[config.mk]
export PLATFORM = sky130hd
export DESIGN_NAME = sleep_ctrl
export DESIGN_NICKNAME = d
export VERILOG_FILES = /design/src/verilog/sleep_pkg.sv /design/src/verilog/sleep_ctrl.sv /design/src/verilog/sync_bits.sv /design/src/verilog/down_counter.sv
export SDC_FILE = /design/constraint.sdc
export NUM_CORES = 1
export LEC_CHECK = 0
export BUFFER_PORTS_ARGS = -buffer_cell sky130_fd_sc_hd__clkbuf_2
export CAP_MARGIN = 40
export CORE_ASPECT_RATIO = 1.2
export CORE_UTILIZATION = 50
export CTS_BUF_LIST = sky130_fd_sc_hd__clkbuf_16
export DETAILED_ROUTE_END_ITERATION = 8
export PLACE_DENSITY = 0.77
export SETUP_SLACK_MARGIN = 0.02
export SYNTH_ARGS = -nofsm -noshare
export SYNTH_HDL_FRONTEND = slang
export SYNTH_SLANG_ARGS = --single-unit
[constraint.sdc]
create_clock -name clock -period 4.4 [get_ports clock]
set_input_delay 0.22 -clock clock [delete_from_list [all_inputs] [get_ports clock]]
set_output_delay 0.22 -clock clock [all_outputs]
set_load 0.1 [all_outputs]
[src/verilog/sleep_pkg.sv]
// constants, field layout and state types shared by the sleep controller files
`default_nettype none
package sleep_pkg;

   // ************************************************************
   // register map (byte addresses on the wishbone bus)
   // ************************************************************
   localparam logic [7:0] CTRL_ADDR   = 8'h00;
   localparam logic [7:0] STATUS_ADDR = 8'h04;

   // control register field positions
   localparam int CTRL_MODE_LSB  = 0;   // two bits, sleep_mode_select
   localparam int CTRL_SLEEP_EN  = 2;
   localparam int CTRL_ADC_EN    = 3;
   localparam int CTRL_ADC_REF   = 4;
   localparam int CTRL_COMP_DIS  = 5;
   localparam int CTRL_COMP_REF  = 6;
   localparam int CTRL_WDT_EN    = 7;
   localparam int CTRL_SENSE_LSB = 8;   // two bits, external line sense
   localparam int CTRL_EXT_EN    = 10;
   localparam int CTRL_PCINT_EN  = 11;
   localparam int CTRL_WIDTH     = 12;
   localparam logic [11:0] CTRL_RESET = 12'h000;

   // status register field positions
   localparam int STAT_PHASE_LSB = 0;   // two bits
   localparam int STAT_KIND_LSB  = 2;   // two bits
   localparam int STAT_REF_READY = 4;
   localparam int STAT_ADC_EXT   = 5;
   localparam int STAT_BUF_EN    = 6;

   // ************************************************************
   // encodings and timing
   // ************************************************************
   localparam logic [1:0] SENSE_LOW  = 2'h0;
   localparam logic [1:0] SENSE_ANY  = 2'h1;
   localparam logic [1:0] SENSE_FALL = 2'h2;
   localparam logic [1:0] SENSE_RISE = 2'h3;
   // clock source fuse codes at or above this one select a crystal or resonator
   localparam logic [3:0] XTAL_FUSE_MIN = 4'h9;

   localparam int CLOCK_PERIOD_NS     = 40;
   localparam int REF_STARTUP_NS      = 70000;   // longest start-up of the reference
   localparam int REF_STARTUP_CYCLES  = (REF_STARTUP_NS + CLOCK_PERIOD_NS - 1) / CLOCK_PERIOD_NS;
   localparam int STANDBY_WAKE_CYCLES = 6;
   localparam int IDLE_WAKE_CYCLES    = 1;
   localparam int COUNT_WIDTH         = 16;

   typedef enum logic [1:0] {KIND_IDLE, KIND_ADCNR, KIND_PDOWN, KIND_STBY} sleep_kind_e;
   typedef enum logic [1:0] {PH_RUN, PH_SLEEP, PH_WAKE} phase_e;

endpackage
`default_nettype wire

[src/verilog/sleep_ctrl.sv]
// sleep mode controller: clock gating, wake-up and module power while asleep
// How it works
// - if the wake level is gone at resume, wake but skip the interrupt.
// - mode select 11 with a crystal clock source enters standby.
// - standby equals power-down except the main oscillator keeps running.
// - a wake-up from standby resumes execution after six clock cycles.
// - deep modes accept only the low level on the external line.
// - an enabled converter stays powered in every sleep mode.
// - after converter off then on, the next conversion is extended.
// - comparator is switched off automatically in power-down and standby.
// - comparator using the reference keeps it on in any sleep mode.
// - a fuse-enabled brown-out detector stays active in every mode.
// - an enabled watchdog keeps running in all sleep modes.
// - reference is on while brown-out, comparator or converter needs it.
// - input buffers are off when io and converter clocks both stop.
// - buffers needed for an enabled wake source stay on.
// - mode select 00 idle, 01 noise reduction, 10 power-down.
// - power-down wake waits the fuse-selected reset time-out.
`timescale 1ns/100ps
`default_nettype none
module sleep_ctrl
   import sleep_pkg::*;
#(
   parameter int PDOWN_XTAL_CYCLES = 16384,
   parameter int PDOWN_RC_CYCLES   = 64
)
(
   input  wire logic        clock,
   input  wire logic        rst_n,
   input  wire logic        wb_cyc,
   input  wire logic        wb_stb,
   input  wire logic        wb_we,
   input  wire logic [7:0]  wb_adr,
   input  wire logic [3:0]  wb_sel,
   input  wire logic [31:0] wb_dat_w,
   output logic      [31:0] wb_dat_r,
   output logic             wb_ack,
   input  wire logic        sleep_instr,
   input  wire logic [3:0]  clock_source_fuses,
   input  wire logic        brownout_enable_fuse,
   input  wire logic        ext_irq_line_zero,
   input  wire logic        pin_change_req,
   input  wire logic        usi_start,
   input  wire logic        eeprom_ready,
   input  wire logic        adc_done,
   input  wire logic        other_io_irq,
   input  wire logic        adc_conv_start,
   output logic             cpu_clk_en,
   output logic             flash_clk_en,
   output logic             io_clk_en,
   output logic             adc_clk_en,
   output logic             osc_en,
   output logic             adc_power,
   output logic             comp_power,
   output logic             bod_power,
   output logic             ref_power,
   output logic             wdt_run,
   output logic             input_buf_en,
   output logic             ext_buf_en,
   output logic             pcint_buf_en,
   output logic             adc_extended,
   output logic             cpu_resume,
   output logic             irq_service
);

   // ************************************************************
   // state
   // ************************************************************
   typedef struct packed
   {
      phase_e                phase;
      sleep_kind_e           kind;
      logic [CTRL_WIDTH-1:0] ctrl;
      logic                  ext_prev;
      logic                  cause_level;
      logic                  ack;
      logic [31:0]           dat;
      logic                  cpu_clk;
      logic                  flash_clk;
      logic                  io_clk;
      logic                  adc_clk;
      logic                  osc;
      logic                  adc_pwr;
      logic                  comp_pwr;
      logic                  bod_pwr;
      logic                  ref_pwr;
      logic                  wdt;
      logic                  buf_en;
      logic                  ext_buf;
      logic                  pc_buf;
      logic                  adc_ext;
      logic                  resume;
      logic                  service;
   } ctrl_s;

   ctrl_s                  cur;
   ctrl_s                  next_cur;
   logic [1:0]             pin_level;
   logic [COUNT_WIDTH-1:0] wake_count;
   logic [COUNT_WIDTH-1:0] ref_count;
   logic                   wake_load;
   logic [COUNT_WIDTH-1:0] wake_value;
   logic                   ref_load;

   // crystal clock options; standby is only honoured with one of these
   function automatic logic is_xtal(input logic [3:0] fuses);
      return fuses >= XTAL_FUSE_MIN;
   endfunction

   // true for the modes that stop the io clock
   function automatic logic is_deep(input sleep_kind_e k);
      return k != KIND_IDLE;
   endfunction

   // ************************************************************
   // pin synchronisers and counters
   // ************************************************************
   // the external line and the fuse come from outside the clock domain
   sync_bits u_sync
   (
      .clock (clock),
      .rst_n (rst_n),
      .pin   ({brownout_enable_fuse, ext_irq_line_zero}),
      .level (pin_level)
   );

   down_counter u_wake_cnt
   (
      .clock (clock),
      .rst_n (rst_n),
      .load  (wake_load),
      .value (wake_value),
      .count (wake_count)
   );

   down_counter u_ref_cnt
   (
      .clock (clock),
      .rst_n (rst_n),
      .load  (ref_load),
      .value (COUNT_WIDTH'(REF_STARTUP_CYCLES)),
      .count (ref_count)
   );

   // ************************************************************
   // next-state logic
   // ************************************************************
   logic        ext_low;
   logic        ext_edge;
   logic        ext_level_src;
   logic        pc_src;
   logic        other_src;
   logic        wake_any;
   logic [1:0]  sense;
   sleep_kind_e entry_kind;
   logic        sleeping;
   logic        bus_write;

   always_comb
   begin
      next_cur   = cur;
      sense      = cur.ctrl[CTRL_SENSE_LSB +: 2];
      ext_low    = ~pin_level[0];
      wake_load  = 1'b0;
      wake_value = COUNT_WIDTH'(IDLE_WAKE_CYCLES);
      bus_write  = 1'b0;

      // edge forms of the external line, only honoured in idle
      unique case (sense)
         SENSE_ANY:  ext_edge = pin_level[0] ^ cur.ext_prev;
         SENSE_FALL: ext_edge = cur.ext_prev & ~pin_level[0];
         SENSE_RISE: ext_edge = ~cur.ext_prev & pin_level[0];
         SENSE_LOW:  ext_edge = 1'b0;
      endcase
      next_cur.ext_prev = pin_level[0];

      ext_level_src = cur.ctrl[CTRL_EXT_EN] & (sense == SENSE_LOW) & ext_low;
      ext_edge      = cur.ctrl[CTRL_EXT_EN] & ext_edge & ~is_deep(cur.kind);
      pc_src        = cur.ctrl[CTRL_PCINT_EN] & pin_change_req;

      // wake sources accepted by each mode
      unique case (cur.kind)
         KIND_IDLE:  other_src = usi_start | eeprom_ready | adc_done | other_io_irq;
         KIND_ADCNR: other_src = usi_start | eeprom_ready | adc_done;
         KIND_PDOWN: other_src = usi_start;
         KIND_STBY:  other_src = usi_start;
      endcase
      wake_any = ext_level_src | pc_src | ext_edge | other_src;

      // mode select decode at the sleep instruction
      unique case (cur.ctrl[CTRL_MODE_LSB +: 2])
         2'h0: entry_kind = KIND_IDLE;
         2'h1: entry_kind = KIND_ADCNR;
         2'h2: entry_kind = KIND_PDOWN;
         2'h3: entry_kind = is_xtal(clock_source_fuses) ? KIND_STBY : KIND_PDOWN;
      endcase

      next_cur.resume  = 1'b0;
      next_cur.service = 1'b0;
      unique case (cur.phase)
         PH_RUN:
         begin
            if (sleep_instr && cur.ctrl[CTRL_SLEEP_EN])
            begin
               next_cur.phase = PH_SLEEP;
               next_cur.kind  = entry_kind;
            end
         end
         PH_SLEEP:
         begin
            if (wake_any)
            begin
               next_cur.phase       = PH_WAKE;
               wake_load            = 1'b1;
               // remember whether only a level source woke us
               next_cur.cause_level = ~(ext_edge | other_src);
               unique case (cur.kind)
                  KIND_STBY:  wake_value = COUNT_WIDTH'(STANDBY_WAKE_CYCLES);
                  KIND_PDOWN: wake_value = is_xtal(clock_source_fuses)
                                           ? COUNT_WIDTH'(PDOWN_XTAL_CYCLES)
                                           : COUNT_WIDTH'(PDOWN_RC_CYCLES);
                  KIND_IDLE,
                  KIND_ADCNR: wake_value = COUNT_WIDTH'(IDLE_WAKE_CYCLES);
               endcase
            end
         end
         PH_WAKE:
         begin
            if (wake_count == 16'h0001)
            begin
               next_cur.phase   = PH_RUN;
               next_cur.resume  = 1'b1;
               // a vanished level wakes the core but is not serviced
               next_cur.service = ~cur.cause_level | ext_level_src | pc_src;
            end
         end
         default: next_cur.phase = PH_RUN;    // unused code falls back to running
      endcase

      // clock gating follows the phase being entered
      sleeping = next_cur.phase != PH_RUN;
      next_cur.cpu_clk   = ~sleeping;
      next_cur.flash_clk = ~sleeping;
      next_cur.io_clk    = ~sleeping | (next_cur.kind == KIND_IDLE);
      next_cur.adc_clk   = ~sleeping | (next_cur.kind == KIND_IDLE)
                           | (next_cur.kind == KIND_ADCNR);
      // standby differs from power-down only by the oscillator; waking restarts it
      next_cur.osc       = ~sleeping | (next_cur.kind != KIND_PDOWN)
                           | (next_cur.phase == PH_WAKE);

      // module power while asleep
      next_cur.adc_pwr  = cur.ctrl[CTRL_ADC_EN];
      next_cur.comp_pwr = ~cur.ctrl[CTRL_COMP_DIS]
                          & (~sleeping | (next_cur.kind == KIND_IDLE)
                             | (next_cur.kind == KIND_ADCNR));
      next_cur.bod_pwr  = pin_level[1];
      next_cur.wdt      = cur.ctrl[CTRL_WDT_EN];
      next_cur.ref_pwr  = pin_level[1]
                          | (~cur.ctrl[CTRL_COMP_DIS] & cur.ctrl[CTRL_COMP_REF])
                          | (cur.ctrl[CTRL_ADC_EN] & cur.ctrl[CTRL_ADC_REF]);

      // input buffers: off only when io and converter clocks are both stopped
      next_cur.buf_en  = next_cur.io_clk | next_cur.adc_clk;
      next_cur.ext_buf = next_cur.buf_en | cur.ctrl[CTRL_EXT_EN];
      next_cur.pc_buf  = next_cur.buf_en | cur.ctrl[CTRL_PCINT_EN];

      // ************************************************************
      // wishbone slave: one wait state, ack for a single cycle
      // ************************************************************
      next_cur.ack = wb_cyc & wb_stb & ~cur.ack;
      if (wb_cyc && wb_stb && !cur.ack)
      begin
         unique case (wb_adr)
            CTRL_ADDR:   next_cur.dat = {20'h00000, cur.ctrl};
            STATUS_ADDR: next_cur.dat = {25'h0000000,
                                         cur.buf_en,
                                         cur.adc_ext,
                                         cur.ref_pwr & (ref_count == '0),
                                         cur.kind,
                                         cur.phase};
            default:     next_cur.dat = 32'h00000000;    // unmapped reads as zero
         endcase
      end
      // writes land at the edge the master sees ack
      if (wb_cyc && wb_stb && wb_we && cur.ack && wb_adr == CTRL_ADDR)
      begin
         bus_write = 1'b1;
         if (wb_sel[0])
            next_cur.ctrl[7:0] = wb_dat_w[7:0];
         if (wb_sel[1])
            next_cur.ctrl[CTRL_WIDTH-1:8] = wb_dat_w[CTRL_WIDTH-1:8];
      end

      // converter switched on again: next conversion is extended; set beats clear
      if (next_cur.ctrl[CTRL_ADC_EN] && !cur.ctrl[CTRL_ADC_EN])
         next_cur.adc_ext = 1'b1;
      else if (adc_conv_start)
         next_cur.adc_ext = 1'b0;
   end

   // start-up timer restarts each time the reference is switched on
   assign ref_load = next_cur.ref_pwr & ~cur.ref_pwr;

   always_ff @(posedge clock or negedge rst_n)
   begin
      if (!rst_n)
      begin
         cur           <= '0;
         cur.phase     <= PH_RUN;
         cur.kind      <= KIND_IDLE;
         cur.ctrl      <= CTRL_RESET;
         cur.ext_prev  <= 1'b1;
         cur.cpu_clk   <= 1'b1;
         cur.flash_clk <= 1'b1;
         cur.io_clk    <= 1'b1;
         cur.adc_clk   <= 1'b1;
         cur.osc       <= 1'b1;
         cur.buf_en    <= 1'b1;
         cur.ext_buf   <= 1'b1;
         cur.pc_buf    <= 1'b1;
      end
      else
         cur <= next_cur;
   end

   // ************************************************************
   // outputs, all from flip-flops
   // ************************************************************
   assign wb_dat_r     = cur.dat;
   assign wb_ack       = cur.ack;
   assign cpu_clk_en   = cur.cpu_clk;
   assign flash_clk_en = cur.flash_clk;
   assign io_clk_en    = cur.io_clk;
   assign adc_clk_en   = cur.adc_clk;
   assign osc_en       = cur.osc;
   assign adc_power    = cur.adc_pwr;
   assign comp_power   = cur.comp_pwr;
   assign bod_power    = cur.bod_pwr;
   assign ref_power    = cur.ref_pwr;
   assign wdt_run      = cur.wdt;
   assign input_buf_en = cur.buf_en;
   assign ext_buf_en   = cur.ext_buf;
   assign pcint_buf_en = cur.pc_buf;
   assign adc_extended = cur.adc_ext;
   assign cpu_resume   = cur.resume;
   assign irq_service  = cur.service;

   localparam int STBY_RUN = 6;
endmodule
`default_nettype wire

[src/verilog/sync_bits.sv]
// two flip-flop synchroniser for a small group of pin levels
`timescale 1ns/100ps
`default_nettype none
module sync_bits
   import sleep_pkg::*;
(
   input  wire logic       clock,
   input  wire logic       rst_n,
   input  wire logic [1:0] pin,
   output logic      [1:0] level
);
   typedef struct packed
   {
      logic [1:0] first;
      logic [1:0] second;
   } sync_s;

   sync_s cur;
   sync_s next_cur;

   // first stage feeds only the second stage
   always_comb
   begin
      next_cur.first  = pin;
      next_cur.second = cur.first;
   end

   always_ff @(posedge clock or negedge rst_n)
   begin
      // the external line idles high; the fuse reads as off until it is seen
      if (!rst_n)
         cur <= {2'h1, 2'h1};
      else
         cur <= next_cur;
   end

   assign level = cur.second;
endmodule
`default_nettype wire

[src/verilog/down_counter.sv]
// loadable down counter that stops at zero
`timescale 1ns/100ps
`default_nettype none
module down_counter
   import sleep_pkg::*;
(
   input  wire logic                   clock,
   input  wire logic                   rst_n,
   input  wire logic                   load,
   input  wire logic [COUNT_WIDTH-1:0] value,
   output logic      [COUNT_WIDTH-1:0] count
);
   typedef struct packed
   {
      logic [COUNT_WIDTH-1:0] count;
   } cnt_s;

   cnt_s cur;
   cnt_s next_cur;

   // a load wins over the decrement
   always_comb
   begin
      next_cur = cur;
      if (load)
         next_cur.count = value;
      else if (cur.count != '0)
         next_cur.count = cur.count - 16'h0001;
   end

   always_ff @(posedge clock or negedge rst_n)
   begin
      if (!rst_n)
         cur <= '0;
      else
         cur <= next_cur;
   end

   assign count = cur.count;
endmodule
`default_nettype wire

==> flow_summary.ini, run 1 <==
[setup_path]
cp_max_fo = 17
cp_data_required_time_ps = 4660
cp_common_cell = mux2i_1
rr_worst_depth = 7
endpoint_kind = register
reg2reg_setup_slack_ps = 2120
crit_slowest_cell = nor3_4
worst-setup-path-type = register to register
worst_path_largest_cell_delay_ps = 640
worstPathArrival_ps = 2540
reg2reg_to = u_wake_cnt.count[14]$_DFFE_PN0P_
path_cells = inv_1 > ha_1 > nand2b_1 > mux2i_1 > a211oi_1 > nor3_4 > mux2i_1
start_kind = register
worstReg2RegStart = cur[50]$_DFF_PN1_

[outcome]
status = finished with violations
violations = design-rule violations

[floorplan]
rows = 35
die_h_um = 100.9
pin_count = 111
die_w_um = 84.45
core_area_sq_um = 7795
start_util_pct = 52.33
dieArea_sq_um = 8524

[grt]
grt_usage_pct = 21.02
grt_max_degree = 66
antenna_found_initial = 0
gr-total-overflow = 0
grt_pass1_wl_mm = 13.88
first_global_vias = 2998

[timing]
layout_setup_ws_ps = 2117
period_needed_ps = 2283
worst_pin_slew_ps = 868.3
setup-tns-final_ps = 0
max_freq_ghz = 0.4380
finalSetupViolations = 0
hold_violations = 0
finalCritPeriodShare_pct = 51.89
slew_viol_final = 0
rsz0062_at_grt = no
fin_worst_skew_ps = 7.189
relSlewSlack_pct = 41.67

[cts]
cts_setup_buffers = 0
cts_tree = done
clk_latency_ps = 340
htreeDepth = 3
clk_pin_slew_ps = 70
cts.sinks = 81
cts_buffer_depth = 2
cts-buffers-inserted = 9
cts_root_buf = clkbuf_16
hold_buffers = 3
cts_resized = 0

[power]
switching_share_pct = 35.92
p_int_mw = 1.473
sequentialPowerShare_pct = 42.9
comb_power_share_pct = 23.8
powerDensity_nw_per_um2 = 489.1
netSwitchingPower_mw = 0.8254
p_leak_nw = 2.210
ir_drop_mv = 0.2738
clkPwrFrac_pct = 33.3
p_total_mw = 2.298

[yosys]
synthMuxAreaShare_pct = 5.307
syn_area_sq_um = 4079
synth-xor-area-share_pct = 5.368
avgSynthCellArea_sq_um = 10.43
synth_area_leaders = dfrtp_1, buf_4, dfstp_2
seq_area_frac_synth_pct = 49.97
syn_inst = 391
synth_edf_count = 0
async_flop_share_pct = 100.0
yosys.cell_types.count = 53
synth_adder_area_share_pct = 1.840
ys_seq_elements = 81
yosys.area_share.simple_pct = 20.34
yosys_warnings = 0
synthFlopType = dfrtp_1
synth_compound_area_share_pct = 8.834
synth_top_family_by_area = simple AND/OR/NAND/NOR gates
synth_top_area_share_pct = 44.17
synth_top_area_cell = dfrtp_1

[worst_hold_path]
hold_end = adc_extended$_DFFE_PN0P_
holdCritStartpoint = adc_conv_start
min_path_type = input pin to register
hold_path_depth = 2

[drt]
drt_wl_total_mm = 8.169
route.detailed.drc = 6
first_pass_iters = 9
viasPerCell = 5.516
ant_nets = 0
drt_iter0_markers = 188
wl_per_cell_um = 14.85
route.vias.total = 3034

[place]
numPortBuffers = 68
finalWeightedCongestion = 0.8127
place_ws_ps = 2124
hpwl_mm = 5.675
placed_cell_area_sq_um = 4359

[cells_and_area]
fillers = 642
fin_util_pct = 60.27
finalNetCount = 521
antennaDiodeCount = 0
regArea_sq_um = 2038
fin_area_sq_um = 4698
multi_input_area_sq_um = 1775
drive_gt1_share_pct = 26.86
area_growth_pct = 15.18

[flow_run]
maxCapViolations = 0
==> sequential cells by signal, indices dropped and copies added (netlist names), 2 cells and up <==
name and flops:
u_ref_cnt.count 16, wb_dat_r 12, cur 18, u_sync.cur 2, u_wake_cnt.count 16, u_sync.level 2
==> placed cells by master (no fill, tap or decap), types with 4 or more instances in the layout <==
| cell | n |
|---|---|
| a21oi_1 | 8 |
| a221oi_1 | 7 |
| clkbuf_16 | 9 |
| clkbuf_2 | 67 |
| conb_1 | 20 |
| dfrtp_1 | 72 |
| dfstp_2 | 9 |
| ha_1 | 6 |
| inv_1 | 14 |
| mux2_2 | 13 |
| mux2i_1 | 7 |
| nand2_1 | 32 |
| nand2b_1 | 6 |
| nand3_1 | 8 |
| nand4_1 | 5 |
| nor2_1 | 47 |
| nor2b_1 | 4 |
| nor3_1 | 12 |
| nor4_1 | 4 |
| o211ai_1 | 10 |
| o21ai_0 | 15 |
| xor2_1 | 22 |
==> routing by layer <==
metal | track usage, % | up-vias | routed length (um)
li1 | - | 1438 | -
met1 | 25.09 | 1480 | 3510
met2 | 36.19 | 102 | 4108
met3 | 5.405 | 14 | 406
met4 | 9.126 | 0 | 143
met5 | 0 | - | 0
==> synth_stat cells, types with 3 or more instances <==
| cell | n |
|---|---|
| clkbuf_1 | 5 |
| dfstp_2 | 9 |
| buf_4 | 34 |
| dfrtp_1 | 72 |
| o211ai_1 | 10 |
| mux2_2 | 13 |
| or2_2 | 3 |
| xnor2_1 | 3 |
| nor4_1 | 4 |
| ha_1 | 6 |
| nand2_1 | 32 |
| nor2b_1 | 4 |
| or3_1 | 3 |
| nor2_1 | 47 |
| inv_1 | 14 |
| nand4_1 | 5 |
| nand4b_1 | 3 |
| a221oi_1 | 7 |
| nor3_1 | 12 |
| nand3_1 | 8 |
| nand3b_1 | 3 |
| o21ai_0 | 15 |
| nand2b_1 | 6 |
| mux2i_1 | 7 |
| xor2_1 | 22 |
| nor4_4 | 3 |
| a21oi_1 | 8 |
==> power groups by stage <==
stage          Combinational, mW  Clock, mW  Sequential (mW)
3_3_place_gp               0.519          0            0.988
3_5_place_dp               0.537          0            0.998
4_1_cts                    0.548      0.782            0.985
6_report                   0.546      0.766            0.986
2_1_floorplan              0.449          0            0.984
5_1_grt                    0.598      0.812             1.00
==> through the flow <==
| step | hold slack [ps] | instances |
|---|---|---|
| global route | 76.96 | 550 |
| detailed placement | 106.1 | 531 |
| global placement | 309.9 | 530 |
| CTS | 61.20 | 550 |
| floorplan | -75.59 | 410 |
| finish | 71.06 | 550 |
==> layout make-up <==
| cell class | instances | area share (%) |
|---|---|---|
| Multi-Input combinational cell | 274 | 37.79 |
| Inverter | 14 | 1.119 |
| Timing Repair Buffer | 73 | 8.682 |
| Clock buffer | 9 | 4.794 |
| Tap cell | 92 | 2.450 |
| Clock inverter | 7 | 1.784 |
| Sequential cell | 81 | 43.38 |
==> kinds of logic (layout without fill, tap and decap cells) <==
kind of cell / count (synthesis) / count (layout)
compound gates: 54 / 54
xor+xnor: 25 / 25
fa+ha+maj: 6 / 6
buf+inv: 55 / 103
flops: 81 / 81
mux: 20 / 20
other cells: 1 / 20
simple gates: 149 / 149
==> worst max-delay path by stage <==
stage                            startpoint                               end  slack (ps)  cells past startpoint
final                     cur[50]$_DFF_PN1_  u_wake_cnt.count[14]$_DFFE_PN0P_        2120                      7
after global routing      cur[50]$_DFF_PN1_   u_wake_cnt.count[1]$_DFFE_PN0P_        1940                      7
after CTS                 cur[50]$_DFF_PN1_  u_wake_cnt.count[14]$_DFFE_PN0P_        2100                      7
after detailed placement  cur[50]$_DFF_PN1_   u_wake_cnt.count[0]$_DFFE_PN0P_        2120                      7
after global placement    cur[50]$_DFF_PN1_   u_wake_cnt.count[6]$_DFFE_PN0P_        2140                      7
after floorplan           cur[50]$_DFF_PN1_  u_wake_cnt.count[10]$_DFFE_PN0P_        2410                      8
==> worst max-delay path: cells and delay by family, from the launching register on <==
family	cells	cell delay, ps
compound gates	1	150
fa+ha+maj	1	270
buf+inv	1	40
flops	1	530
mux	2	430
simple gates	2	770
(Power assumes the default switching activity.)
==> inputs of run 2 (changes only) <==
==> constraint.sdc (replaced) <==
create_clock -name clock -period 2.17 [get_ports clock]
set_input_delay 0.1085 -clock clock [delete_from_list [all_inputs] [get_ports clock]]
set_output_delay 0.1085 -clock clock [all_outputs]
set_load 0.1 [all_outputs]
==> run 2 against run 1 <==
Against the previous run:
- the run still ends with design-rule violations left
- largest power group unchanged
- final cell count increased by 2.2%
- fmax up 16%
- via count down 1.2%
- highest routed layer unchanged
- largest cell class unchanged
- routed wire length is 2.7% lower
- critical path type unchanged
==> flow_summary.ini, run 2 (synthesis gave the netlist of run 1 again) <==
[drt]
wl_per_cell_um = 14.14
route.detailed.drc = 5
drt_wl_total_mm = 7.947
viasPerCell = 5.335
ant_nets = 0
drt_iter0_markers = 189
first_pass_iters = 7
route.vias.total = 2998

[cts]
cts_tree = done
cts_buffer_depth = 2
cts.sinks = 81
clk_latency_ps = 330
cts-buffers-inserted = 9
cts_root_buf = clkbuf_16
clk_pin_slew_ps = 60
htreeDepth = 3

[floorplan]
rows = 35
pin_count = 111
core_area_sq_um = 7795
die_w_um = 84.45
start_util_pct = 52.33
die_h_um = 100.9
dieArea_sq_um = 8524

[setup_path]
cp_data_required_time_ps = 2420
worst_path_largest_cell_delay_ps = 540
worstReg2RegStart = cur[50]$_DFF_PN1_
reg2reg_to = u_wake_cnt.count[2]$_DFFE_PN0P_
rr_worst_depth = 8
worst-setup-path-type = register to register
crit_slowest_cell = dfstp_2
path_cells = inv_1 > ha_1 > nand2b_1 > mux2i_2 > a211oi_2 > nor3_4 > buf_12 > mux2i_1
endpoint_kind = register
reg2reg_setup_slack_ps = 210
start_kind = register
worstPathArrival_ps = 2210
cp_max_fo = 17

[cells_and_area]
drive_gt1_share_pct = 28.51
finalNetCount = 533
largest_reg_flops = 18
antennaDiodeCount = 0
largest_register = cur
fin_area_sq_um = 4765
fillers = 597
layout_common_cells = dfrtp_1, clkbuf_2, nor2_1
area_growth_pct = 16.81
mostFrequentLayoutCell = dfrtp_1

[grt]
grt_max_degree = 48
grt-busiest-layer = met2
use_met2_pct = 36.63
met3_usage_pct = 4.505
first_global_vias = 2984
use_met1_pct = 23.93
grt_usage_pct = 20.30
grt_pass1_wl_mm = 13.63
antenna_found_initial = 0
gr-total-overflow = 0

[timing]
relSlewSlack_pct = 55.26
hold_violations = 0
fin_worst_skew_ps = 9.338
max_freq_ghz = 0.5095
finalCritPeriodShare_pct = 90.45
setup-tns-final_ps = 0
worst_pin_slew_ps = 668.6
slew_viol_final = 0
finalSetupViolations = 0
period_needed_ps = 1963
rsz0062_at_grt = no

[outcome]
violations = design-rule violations
status = finished with violations

[worst_hold_path]
hold_path_depth = 2
min_path_type = input pin to register
hold_end = cur[57]$_DFFE_PN0P_
holdCritStartpoint = wb_dat_w[6]

[power]
powerDensity_nw_per_um2 = 942.8
ir_drop_mv = 0.6094
p_leak_nw = 2.249

[place]
placed_cell_area_sq_um = 4407
finalWeightedCongestion = 0.7945
hpwl_mm = 5.879
numPortBuffers = 68

[flow_run]
maxCapViolations = 0
## run 2: changes by cell type in the layout (fill, tap and decap cells not counted), sizes merged
cell	before	now
buf	3	13
inv	18	16
dlygate4sd3	3	5
clkinv	1	3
bufinv	1	0
clkinvlp	1	2
## run 2: per-layer routing
| layer | part of all wire, % | vias up |
|---|---|---|
| met4 | 1.2 | 0 |
| met3 | 4.8 | 6 |
| met5 | 0 | - |
| met2 | 53 | 90 |
| li1 | - | 1467 |
| met1 | 41 | 1435 |
## run 2: where the power goes
| group | switching [mW] | internal, mW |
|---|---|---|
| Clock | 0.602 | 0.781 |
| Sequential | 0.267 | 1.73 |
| Combinational | 0.754 | 0.359 |
## run 2: final cells by class
class	instances	area [sq um]	area share (%)
flip-flops and latches	81	2038	42.78
repair buffers	85	495.5	10.40
inverters	14	52.55	1.103
clock buffers	9	225.2	4.727
clock inverters	7	53.80	1.129
well taps	92	115.1	2.416
multi-input cells	274	1784	37.45
## run 2: timing repair
item                       CTS  global route
setup endpoints to repair   17             6
gates resized for setup      0             2
hold buffers                 5             0
hold endpoints to repair    40             0
setup buffers                1             0
pin swaps                    1             1
## run 2: worst max-delay path: cells and delay by family, from the launching register on
kind,cells,cell delay [ps]
mux,2,400
simple gates,2,310
buf+inv,2,220
compound gates,1,130
flops,1,540
fa+ha+maj,1,280
## run 2: stage by stage
| stage | total power, mW | hold WS, ps | std cells | utilization (%) | worst slack, ps |
|---|---|---|---|---|---|
| after floorplan | 2.906 | -187.1 | 410 | - | 176.3 |
| after global placement | 3.082 | 135.6 | 540 | 56.53 | -49.34 |
| after detailed placement | 3.124 | 144.2 | 540 | 56.53 | -161.4 |
| after CTS | 4.528 | 0.6775 | 562 | 61.01 | 158.3 |
| after global routing | 4.723 | 6.790 | 562 | 61.12 | 85.00 |
| final | 4.492 | 5.386 | 562 | 61.12 | 207.3 |
## run 2: worst max-delay path by stage
stage / start / end / slack, ps / cells after the start
floorplan: cur[50]$_DFF_PN1_ / u_wake_cnt.count[10]$_DFFE_PN0P_ / 180 / 8
global placement: cur[50]$_DFF_PN1_ / u_wake_cnt.count[2]$_DFFE_PN0P_ / -50 / 7
detailed placement: cur[50]$_DFF_PN1_ / u_wake_cnt.count[1]$_DFFE_PN0P_ / -160 / 7
CTS: cur[50]$_DFF_PN1_ / cur[66]$_DFF_PN0_ / 160 / 8
global route: cur[50]$_DFF_PN1_ / u_wake_cnt.count[2]$_DFFE_PN0P_ / 90 / 8
finish: cur[50]$_DFF_PN1_ / u_wake_cnt.count[2]$_DFFE_PN0P_ / 210 / 8
